===== config.mk =====
export PLATFORM = sky130hd
export DESIGN_NAME = sfspi_front_end
export DESIGN_NICKNAME = d
export VERILOG_FILES = /design/src/sfspi_pkg.sv /design/src/sfspi_front_end.sv
export SDC_FILE = /design/constraint.sdc
export NUM_CORES = 1
export LEC_CHECK = 0
export ABC_AREA = 1
export ABC_CLOCK_PERIOD_IN_PS = 3400
export BUFFER_PORTS_ARGS = -buffer_cell sky130_fd_sc_hd__clkbuf_2
export CORE_MARGIN = 2
export CORE_UTILIZATION = 50
export CTS_BUF_LIST = sky130_fd_sc_hd__clkbuf_4
export DETAILED_ROUTE_END_ITERATION = 6
export PLACE_DENSITY = 0.77
export SYNTH_ARGS = -nofsm -noshare
export SYNTH_HDL_FRONTEND = slang
export SYNTH_SLANG_ARGS = --single-unit

===== constraint.sdc =====
create_clock -name mclk -period 3.4 [get_ports mclk]
set_input_delay 0.85 -clock mclk [delete_from_list [all_inputs] [get_ports mclk]]
set_output_delay 0.85 -clock mclk [all_outputs]
set_load 0.02 [all_outputs]

===== src/sfspi_pkg.sv =====
// Purpose: Shared constants and types of the serial flash interface front end
// Assumes: Byte-addressed array of 1 MiB, uniform blocks and sectors
// Notes: Imported whole by the front end
package sfspi_pkg;
   localparam int unsigned SFSPI_ADDR_W = 20;
   localparam int unsigned SFSPI_BYTE_W = 8;
   localparam int unsigned SFSPI_ARRAY_BYTES = 1048576;
   localparam int unsigned SFSPI_PAGE_W = 8;
   localparam int unsigned SFSPI_SECTOR_W = 12;
   localparam int unsigned SFSPI_BLOCK_W = 16;
   localparam int unsigned SFSPI_BLOCK_CNT = SFSPI_ARRAY_BYTES >> SFSPI_BLOCK_W;
   localparam int unsigned SFSPI_BLKIDX_W = SFSPI_ADDR_W - SFSPI_BLOCK_W;
   localparam int unsigned SFSPI_PROT_W = 4;
   localparam int unsigned SFSPI_SYNC_W = 5;
   localparam int unsigned SFSPI_FIFO_DEPTH = 8;
   localparam logic [2:0] SFSPI_LAST_BIT = 3'h7;
   localparam logic [2:0] SFSPI_STEP_SINGLE = 3'h1;
   localparam logic [2:0] SFSPI_STEP_DUAL = 3'h2;
   localparam logic [SFSPI_BYTE_W-1:0] SFSPI_ERASED = 8'hFF;
   localparam logic [SFSPI_BYTE_W-1:0] SFSPI_BYTE_ZERO = 8'h00;
   localparam logic [SFSPI_PROT_W-1:0] SFSPI_PROT_NONE = 4'h0;
   localparam logic [SFSPI_PROT_W-1:0] SFSPI_PROT_ALL = 4'h5;
   localparam logic [SFSPI_BLKIDX_W:0] SFSPI_BLOCKS_TOP = 5'h10;
   // Synchroniser lane positions
   localparam int unsigned SFSPI_SYN_SCK = 0;
   localparam int unsigned SFSPI_SYN_CS = 1;
   localparam int unsigned SFSPI_SYN_HOLD = 2;
   localparam int unsigned SFSPI_SYN_DIN = 3;
   localparam int unsigned SFSPI_SYN_WP = 4;
   localparam logic [SFSPI_SYNC_W-1:0] SFSPI_SYNC_IDLE = 5'h16;

   typedef enum logic [1:0] {
      SFSPI_ERASE_SECTOR,
      SFSPI_ERASE_BLOCK,
      SFSPI_ERASE_CHIP
   } sfspi_erase_t;

   typedef struct packed {
      logic first;
      logic [SFSPI_BYTE_W-1:0] data;
   } sfspi_rx_t;

   typedef struct packed {
      logic [SFSPI_ADDR_W-1:0] base;
      logic [SFSPI_ADDR_W-1:0] last;
   } sfspi_range_t;
endpackage : sfspi_pkg


===== src/sfspi_front_end.sv =====
// Purpose: Serial interface front end of a serial flash memory, pin side to core side
// Assumes: mclk far faster than the serial clock; all pins oversampled
// Notes: Contains the receive FIFO and the top module
// Contract
// Sample input lane on serial clock rising edges
// Dual read turns input lane into output
// Shift data out on falling clock edges
// Deselected: all data outputs float
// Act only while chip select is low
// Ignore commands until first select falling edge
// Pause floats output, ignores clock and input
// Write guard and lock bits block writes
// Support clock modes 0 and 3
// Host parks clock low or high when idle
// 1 MiB array of 64 kB blocks, 4 kB sectors
// Each 256-byte page programmable alone
// Programming only clears bits to zero
// Erase by sector, block, chip; never page
// Dual output continues until select rises
// Write guard ignored during dual read
// Pause starts or ends when clock low
// Select rise discards partial command, idles
`timescale 1ns/1ps
`default_nettype none

module sfspi_fifo #(
   parameter int unsigned WIDTH = 9,
   parameter int unsigned DEPTH = 8
) (
   input wire logic mclk,
   input wire logic nrst,
   input wire logic [WIDTH-1:0] in_data,
   input wire logic in_valid,
   output logic in_ready,
   output logic [WIDTH-1:0] out_data,
   output logic out_valid,
   input wire logic out_ready
);
   localparam int unsigned PTR_W = (DEPTH > 1) ? $clog2(DEPTH) : 1;
   localparam logic [PTR_W:0] FULL_CNT = (PTR_W+1)'(DEPTH);
   localparam logic [PTR_W-1:0] LAST_IDX = PTR_W'(DEPTH - 1);
   localparam logic [PTR_W:0] ONE_CNT = (PTR_W+1)'(1);

   logic [WIDTH-1:0] mem_reg [DEPTH];
   logic [PTR_W-1:0] wr_ptr_reg;
   logic [PTR_W-1:0] rd_ptr_reg;
   logic [PTR_W:0] count_reg;
   logic push;
   logic pop;

   assign in_ready = (count_reg != FULL_CNT);
   assign out_valid = (count_reg != '0);
   assign push = in_valid && in_ready;
   assign pop = out_valid && out_ready;

   always_ff @(posedge mclk) begin
      if (push) begin
         mem_reg[wr_ptr_reg] <= in_data;
      end
   end

   always_ff @(posedge mclk) begin
      if (!nrst) begin
         out_data <= '0;
      end else if (out_valid) begin
         if (!pop) begin
            out_data <= mem_reg[rd_ptr_reg];
         end else if (push && count_reg == ONE_CNT) begin
            // The word behind the head is being written at this very edge
            out_data <= in_data;
         end else begin
            out_data <= mem_reg[(rd_ptr_reg == LAST_IDX) ? '0 : rd_ptr_reg + 1'b1];
         end
      end else if (push) begin
         out_data <= in_data;
      end
   end

   always_ff @(posedge mclk) begin
      if (!nrst) begin
         wr_ptr_reg <= '0;
         rd_ptr_reg <= '0;
         count_reg <= '0;
      end else begin
         if (push) begin
            wr_ptr_reg <= (wr_ptr_reg == LAST_IDX) ? '0 : wr_ptr_reg + 1'b1;
         end
         if (pop) begin
            rd_ptr_reg <= (rd_ptr_reg == LAST_IDX) ? '0 : rd_ptr_reg + 1'b1;
         end
         count_reg <= count_reg + (PTR_W+1)'(push) - (PTR_W+1)'(pop);
      end
   end
endmodule : sfspi_fifo

module sfspi_front_end
   import sfspi_pkg::*;
#(
   parameter int unsigned FIFO_DEPTH = SFSPI_FIFO_DEPTH
) (
   input wire logic mclk,
   input wire logic nrst,
   // Pins
   input wire logic sck,
   input wire logic cs_n,
   input wire logic hold_n,
   input wire logic wp_n,
   input wire logic data_in_lane0,
   output logic data_in_lane0_out,
   output logic data_in_lane0_oe_n,
   output logic data_out,
   output logic data_out_oe_n,
   // Received bytes toward the command core
   output sfspi_rx_t rx_data,
   output logic rx_valid,
   input wire logic rx_ready,
   output logic rx_overrun,
   // Read data from the command core
   input wire logic tx_active,
   input wire logic tx_dual,
   input wire logic [SFSPI_BYTE_W-1:0] tx_byte,
   output logic tx_take,
   // Frame state
   output logic selected,
   output logic paused,
   output logic frame_end,
   // Protection
   input wire logic status_lock_bit,
   input wire logic protect_range_bit0,
   input wire logic protect_range_bit1,
   input wire logic protect_range_bit2,
   input wire logic protect_range_bit3,
   output logic write_guard_low,
   output logic status_write_blocked,
   input wire logic [SFSPI_ADDR_W-1:0] check_addr,
   output logic addr_protected,
   output logic chip_erase_blocked,
   // Array organisation helpers
   input wire sfspi_erase_t erase_kind,
   input wire logic [SFSPI_ADDR_W-1:0] erase_addr,
   output sfspi_range_t erase_range,
   input wire logic [SFSPI_ADDR_W-1:0] prog_addr,
   output logic [SFSPI_ADDR_W-1:0] prog_addr_next,
   input wire logic [SFSPI_BYTE_W-1:0] prog_old,
   input wire logic [SFSPI_BYTE_W-1:0] prog_new,
   output logic [SFSPI_BYTE_W-1:0] prog_result
);
   typedef enum logic [1:0] {
      SFSPI_IDLE,
      SFSPI_ACTIVE,
      SFSPI_HOLD
   } sfspi_state_t;

   logic [SFSPI_SYNC_W-1:0] meta_reg;
   logic [SFSPI_SYNC_W-1:0] sync_reg;
   logic sck_prev_reg;
   logic cs_prev_reg;
   logic armed_reg;
   logic [1:0] fill_reg;
   logic seen_high_reg;
   logic arm_fall;
   sfspi_state_t state_reg;
   logic [SFSPI_BYTE_W-1:0] rx_shift_reg;
   logic [2:0] rx_cnt_reg;
   logic first_reg;
   logic [SFSPI_BYTE_W-1:0] tx_shift_reg;
   logic [2:0] tx_cnt_reg;
   logic tx_loaded_reg;
   logic dual_reg;
   logic drive_reg;
   logic rx_push;
   logic in_ready;
   sfspi_rx_t rx_word;
   logic sck_s;
   logic cs_s;
   logic hold_s;
   logic din_s;
   logic sck_rise;
   logic sck_fall;
   logic cs_fall;
   logic cs_rise;
   logic live;
   logic [SFSPI_PROT_W-1:0] prot;
   logic [SFSPI_BLKIDX_W:0] prot_first_block;
   logic [2:0] tx_step;

   // Every pin input crosses two flops; edges come from the second stage only
   always_ff @(posedge mclk) begin
      if (!nrst) begin
         meta_reg <= SFSPI_SYNC_IDLE;
         sync_reg <= SFSPI_SYNC_IDLE;
      end else begin
         meta_reg <= {wp_n, data_in_lane0, hold_n, cs_n, sck};
         sync_reg <= meta_reg;
      end
   end

   assign sck_s = sync_reg[SFSPI_SYN_SCK];
   assign cs_s = sync_reg[SFSPI_SYN_CS];
   assign hold_s = sync_reg[SFSPI_SYN_HOLD];
   assign din_s = sync_reg[SFSPI_SYN_DIN];
   assign write_guard_low = ~sync_reg[SFSPI_SYN_WP];

   always_ff @(posedge mclk) begin
      if (!nrst) begin
         sck_prev_reg <= 1'b0;
         cs_prev_reg <= 1'b1;
      end else begin
         sck_prev_reg <= sck_s;
         cs_prev_reg <= cs_s;
      end
   end

   // Either idle clock level works: only edges matter, never the park level
   assign sck_rise = sck_s && !sck_prev_reg;
   assign sck_fall = !sck_s && sck_prev_reg;
   assign cs_fall = !cs_s && cs_prev_reg;
   assign cs_rise = cs_s && !cs_prev_reg;
   assign frame_end = cs_rise;

   // The synchroniser shows its reset pattern for two edges, so a high select then is not real
   always_ff @(posedge mclk) begin
      if (!nrst) begin
         fill_reg <= 2'h0;
         seen_high_reg <= 1'b0;
      end else begin
         fill_reg <= {fill_reg[0], 1'b1};
         if (fill_reg[1] && cs_s) begin
            seen_high_reg <= 1'b1;
         end
      end
   end

   assign arm_fall = cs_fall && seen_high_reg;

   // Power-up needs one real select falling edge; a select already low is not trusted
   always_ff @(posedge mclk) begin
      if (!nrst) begin
         armed_reg <= 1'b0;
      end else if (arm_fall) begin
         armed_reg <= 1'b1;
      end
   end

   // Pause enters and returns to active only while the clock sits low; a select rise ends it at any clock level
   always_ff @(posedge mclk) begin
      if (!nrst) begin
         state_reg <= SFSPI_IDLE;
      end else begin
         unique case (state_reg)
            SFSPI_IDLE: begin
               if (arm_fall || (!cs_s && armed_reg)) begin
                  state_reg <= SFSPI_ACTIVE;
               end
            end
            SFSPI_ACTIVE: begin
               if (cs_s) begin
                  state_reg <= SFSPI_IDLE;
               end else if (!hold_s && !sck_s) begin
                  state_reg <= SFSPI_HOLD;
               end
            end
            SFSPI_HOLD: begin
               if (cs_s) begin
                  state_reg <= SFSPI_IDLE;
               end else if (hold_s && !sck_s) begin
                  state_reg <= SFSPI_ACTIVE;
               end
            end
         endcase
      end
   end

   assign selected = !cs_s && (state_reg != SFSPI_IDLE);
   assign paused = (state_reg == SFSPI_HOLD);
   assign live = !cs_s && (state_reg == SFSPI_ACTIVE);

   // Receive shifter; an incomplete byte dies with the frame
   always_ff @(posedge mclk) begin
      if (!nrst) begin
         rx_shift_reg <= SFSPI_BYTE_ZERO;
         rx_cnt_reg <= '0;
         first_reg <= 1'b1;
      end else if (!live && state_reg != SFSPI_HOLD) begin
         rx_cnt_reg <= '0;
         first_reg <= 1'b1;
      end else if (live && sck_rise && !dual_reg) begin
         rx_shift_reg <= {rx_shift_reg[SFSPI_BYTE_W-2:0], din_s};
         rx_cnt_reg <= rx_cnt_reg + SFSPI_STEP_SINGLE;
         if (rx_cnt_reg == SFSPI_LAST_BIT) begin
            first_reg <= 1'b0;
         end
      end
   end

   assign rx_push = live && sck_rise && !dual_reg && (rx_cnt_reg == SFSPI_LAST_BIT);
   assign rx_word.first = first_reg;
   assign rx_word.data = {rx_shift_reg[SFSPI_BYTE_W-2:0], din_s};

   // The link cannot stall, so a full FIFO drops the byte and reports it
   always_ff @(posedge mclk) begin
      if (!nrst) begin
         rx_overrun <= 1'b0;
      end else if (rx_push && !in_ready) begin
         rx_overrun <= 1'b1;
      end else if (cs_fall) begin
         rx_overrun <= 1'b0;
      end
   end

   sfspi_fifo #(
      .WIDTH($bits(sfspi_rx_t)),
      .DEPTH(FIFO_DEPTH)
   ) u_rx_fifo (
      .mclk(mclk),
      .nrst(nrst),
      .in_data(rx_word),
      .in_valid(rx_push),
      .in_ready(in_ready),
      .out_data(rx_data),
      .out_valid(rx_valid),
      .out_ready(rx_ready)
   );

   // Dual latches at the first output edge and holds until select rises
   always_ff @(posedge mclk) begin
      if (!nrst) begin
         dual_reg <= 1'b0;
      end else if (cs_s) begin
         dual_reg <= 1'b0;
      end else if (live && sck_fall && tx_active && tx_dual) begin
         dual_reg <= 1'b1;
      end
   end

   assign tx_step = (dual_reg || tx_dual) ? SFSPI_STEP_DUAL : SFSPI_STEP_SINGLE;
   assign tx_take = live && sck_fall && (tx_active || dual_reg) &&
                    (!tx_loaded_reg || (tx_cnt_reg + tx_step == '0));

   // Output shifter moves only on falling edges, so bits settle before the host samples
   always_ff @(posedge mclk) begin
      if (!nrst) begin
         tx_shift_reg <= SFSPI_BYTE_ZERO;
         tx_cnt_reg <= '0;
         tx_loaded_reg <= 1'b0;
         drive_reg <= 1'b0;
      end else if (cs_s) begin
         tx_cnt_reg <= '0;
         tx_loaded_reg <= 1'b0;
         drive_reg <= 1'b0;
      end else if (tx_take) begin
         tx_shift_reg <= tx_byte;
         tx_cnt_reg <= '0;
         tx_loaded_reg <= 1'b1;
         drive_reg <= 1'b1;
      end else if (live && sck_fall && tx_loaded_reg) begin
         tx_shift_reg <= (dual_reg) ? {tx_shift_reg[SFSPI_BYTE_W-3:0], 2'h0}
                                    : {tx_shift_reg[SFSPI_BYTE_W-2:0], 1'b0};
         tx_cnt_reg <= tx_cnt_reg + tx_step;
      end else if (live && sck_fall && !tx_active) begin
         drive_reg <= 1'b0;
      end
   end

   // Upper bit leads on the normal pin, the next bit on the input lane in dual mode
   always_ff @(posedge mclk) begin
      if (!nrst) begin
         data_out <= 1'b0;
         data_in_lane0_out <= 1'b0;
         data_out_oe_n <= 1'b1;
         data_in_lane0_oe_n <= 1'b1;
      end else begin
         data_out <= tx_shift_reg[SFSPI_BYTE_W-1];
         data_in_lane0_out <= tx_shift_reg[SFSPI_BYTE_W-2];
         data_out_oe_n <= !(live && drive_reg);
         data_in_lane0_oe_n <= !(live && drive_reg && dual_reg);
      end
   end

   // Protection: the guard pin only matters with the lock bit, and never in dual reads
   assign prot = {protect_range_bit3, protect_range_bit2, protect_range_bit1, protect_range_bit0};
   assign status_write_blocked = status_lock_bit && write_guard_low && !dual_reg;
   assign chip_erase_blocked = (prot != SFSPI_PROT_NONE);

   // Top-down protection doubles with each code; codes past the array protect it all
   always_comb begin
      if (prot == SFSPI_PROT_NONE) begin
         prot_first_block = SFSPI_BLOCKS_TOP;
      end else if (prot >= SFSPI_PROT_ALL) begin
         prot_first_block = '0;
      end else begin
         prot_first_block = SFSPI_BLOCKS_TOP -
                            (SFSPI_BLKIDX_W+1)'(1 << (prot - SFSPI_PROT_W'(1)));
      end
   end

   assign addr_protected = ({1'b0, check_addr[SFSPI_ADDR_W-1:SFSPI_BLOCK_W]} >=
                            prot_first_block);

   // Erase ranges exist only at sector, block and chip size
   always_comb begin
      erase_range.base = '0;
      erase_range.last = SFSPI_ADDR_W'(SFSPI_ARRAY_BYTES - 1);
      unique case (erase_kind)
         SFSPI_ERASE_SECTOR: begin
            erase_range.base = {erase_addr[SFSPI_ADDR_W-1:SFSPI_SECTOR_W],
                                {SFSPI_SECTOR_W{1'b0}}};
            erase_range.last = {erase_addr[SFSPI_ADDR_W-1:SFSPI_SECTOR_W],
                                {SFSPI_SECTOR_W{1'b1}}};
         end
         SFSPI_ERASE_BLOCK: begin
            erase_range.base = {erase_addr[SFSPI_ADDR_W-1:SFSPI_BLOCK_W],
                                {SFSPI_BLOCK_W{1'b0}}};
            erase_range.last = {erase_addr[SFSPI_ADDR_W-1:SFSPI_BLOCK_W],
                                {SFSPI_BLOCK_W{1'b1}}};
         end
         SFSPI_ERASE_CHIP: begin
            erase_range.base = '0;
         end
         default: begin
            erase_range.base = '0;
         end
      endcase
   end

   // Program addressing wraps inside the page so a page stays independent
   assign prog_addr_next = {prog_addr[SFSPI_ADDR_W-1:SFSPI_PAGE_W],
                            prog_addr[SFSPI_PAGE_W-1:0] + SFSPI_PAGE_W'(1)};
   assign prog_result = prog_old & prog_new;
endmodule : sfspi_front_end

`default_nettype wire


==> out/metrics.yaml <==
internal_power_mw: 3.11
switching_share_pct: 39.6
final_common_cell: "nand2_1"
hold_violations: 0
grt_pass1_wl_um: 28800
rsz0062_at_grt: "true"
fin_area_um2: 8470
hpwl_um: 12500
wl_met3_um: 1420
place_inst: 1226
dieArea_um2: 15900
synth-async-reset-ratio_pct: 0
yosys.area.top_type: "edfxtp_1"
drive_above_1_share_pct: 19.0
cts.sinks: 142
largest_reg_flops: 72
maxSlewViolCount: 0
clk_root_buffer_cell: "clkbuf_4"
highest_layer: "met4"
die-width_um: 126
area_growth_pct: 13.5
vias_per_cell: 5.22
grt_pass1_vias: 6041
leakage_nw: 3.99
yosysUniqueCellTypes: 41
synth_area_um2: 7460
fillers: 1306
ys_ff_latch: 142
maxCapViolations: 0
arrival_ns: 2.65
ys.flop_type: "edfxtp_1"
cts_hold_buf: 0
die_h_um: 126
sequentialPowerShare_pct: 37.7
core_area_um2: 14500
diodes: 0
totalPowerFinal_mw: 5.15
seq_area_frac_synth_pct: 47.8
syn_inst: 952
clockBufferDepth: 2
cts_buffers: 17
routedWlPerCell_um: 14.6
pre_cts_ws_ns: -0.185
status: "finished with violations"
tritoncts: "done"
fin_cells: 1259
startpoint_type: "primary input"
endpoint_kind: "output port"
power_density_nw_per_um2: 608
overflow: 0
routabilityCongestion: 0.907
grt_max_degree: 50
path_class: "primary input to output port"
finalSetupTns_ns: -0.0972
synth_area_leaders: "edfxtp_1, dfxtp_1, nand2_1"
drc: 3
drtAntennaViolNets: 0
antenna_found_initial: 0
setup-violations-final: 1
slew_headroom_pct: 39.8
fmax_ghz: 0.286
rows: 44
m1WireLength_um: 7050
synth_top_cell_area_share_pct: 29.0
worst_slack_ns: -0.0972
met2WireLength_um: 9230
drtPass1Iterations: 7
io_pins: 192
switchingPower_mw: 2.04
hold_class: "register to register"
avgSynthCellArea_um2: 7.84
violations: "DRC, setup timing"
clkLatencyLatePin_ns: 0.56
portBuffers: 115
timing.rr.start: "u_rx_fifo.count_reg[2]"
vias: 6578
period_minus_slack_ns: 3.50
yosys_warnings: 0
htree_levels: 4
path_clk_slew_ns: 0.12
crit_start: "protect_range_bit2"
min_from: "meta_reg[2]"
final_nets: 1184
path_max_fanout: 2
tightestPinTransition_ns: 0.900
clockPowerShare_pct: 23.2
comb_power_share_pct: 39.1
peakVddDrop_v: 0.000324
wirelength_um: 18300
synth_edf_count: 72
track_usage_pct: 23.2
drtIter0Drc: 561
cp.required_ns: 2.55
min_period_over_period_pct: 103
dpl-instance-area_um2: 8110
initial_core_util_pct: 51.3
clock_skew_ns: 0.0193
mostFrequentLayoutCells: "nand2_1, inv_1, clkbuf_2, nand3_1, edfxtp_1"
## layout make-up
type                            instances  area, um2  area share [%]
Sequential cell                       142       3570            42.1
Multi-Input combinational cell        636       3110            36.7
Timing Repair Buffer                  142        787            9.29
Inverter                              123        462            5.45
Tap cell                              184        230            2.72
Clock inverter                         12        168            1.98
Clock buffer                           20        150            1.77
## worst max-delay path, stage by stage
cell	delay [ns]
clkbuf_2	0.11
nor2_4	0.12
inv_2	0.05
nor3_2	0.18
inv_1	0.06
ha_1	0.27
nand2_1	0.06
ha_1	0.26
a21boi_2	0.15
o21a_1	0.17
o21ai_2	0.12
a21oi_2	0.07
clkbuf_8	0.16
## cell usage after synthesis, types with 2 or more instances
cell,instances
nor2_1,64
clkbuf_1,20
dfxtp_1,70
inv_2,3
nand4_1,7
inv_1,119
nand3_2,2
o211ai_1,5
xnor2_1,5
buf_2,14
or2_2,9
edfxtp_1,72
a31oi_1,5
nand3_1,91
nand2_1,255
nor2_2,3
and3_1,2
buf_4,37
conb_1,2
a21oi_1,45
o22ai_1,8
o21ai_0,65
xor2_1,3
fa_1,2
nor3_1,10
ha_1,19
## path summary, 6_finish.rpt
check / to / slack, ns / cells past startpoint
hold / removal: sync_reg[2] / 0.41 / 1
setup / recovery: addr_protected / -0.1 / 13
hold reg to reg: sync_reg[2] / 0.41 / 1
setup reg to reg: u_rx_fifo.mem_reg[6][8] / 0.85 / 8
## cells by family (layout without fill, tap and decap cells)
kind of cell / count (synthesis) / count (layout) / share of synthesized area (%)
xor+xnor: 8 / 8 / 0.939
fa+ha+maj: 21 / 21 / 3.72
simple gates: 449 / 449 / 25.8
buf+inv: 196 / 297 / 12.1
flops: 142 / 142 / 47.8
compound gates: 134 / 134 / 9.58
other cells: 2 / 24 / 0.101
## metal layers
metal / up-vias / GRT usage (%)
li1: 3258 / -
met1: 2976 / 27.0
met2: 294 / 40.9
met3: 50 / 3.91
met4: 0 / 11.9
met5: - / 0
## power groups by stage
stage,Combinational [mW],Clock (mW),Sequential [mW]
2_1_floorplan,1.39,0,2.01
3_3_place_gp,1.95,0,1.98
3_5_place_dp,1.98,0,1.98
4_1_cts,2.00,1.21,1.94
5_1_grt,2.27,1.28,1.95
6_report,2.01,1.19,1.94
## what timing repair did
item	CTS	global route
setup endpoints to repair	2	2
pin swaps	1	3
gates cloned	0	0
setup buffers	0	1
gates resized for setup	8	6
## metrics by stage
step	util, %	hold slack (ns)
CTS	58.1	0.412
global placement	55.8	0.392
global route	58.3	0.448
floorplan	-	0.390
finish	58.3	0.414
detailed placement	55.8	0.397
Power figures use the tool's default switching activity.
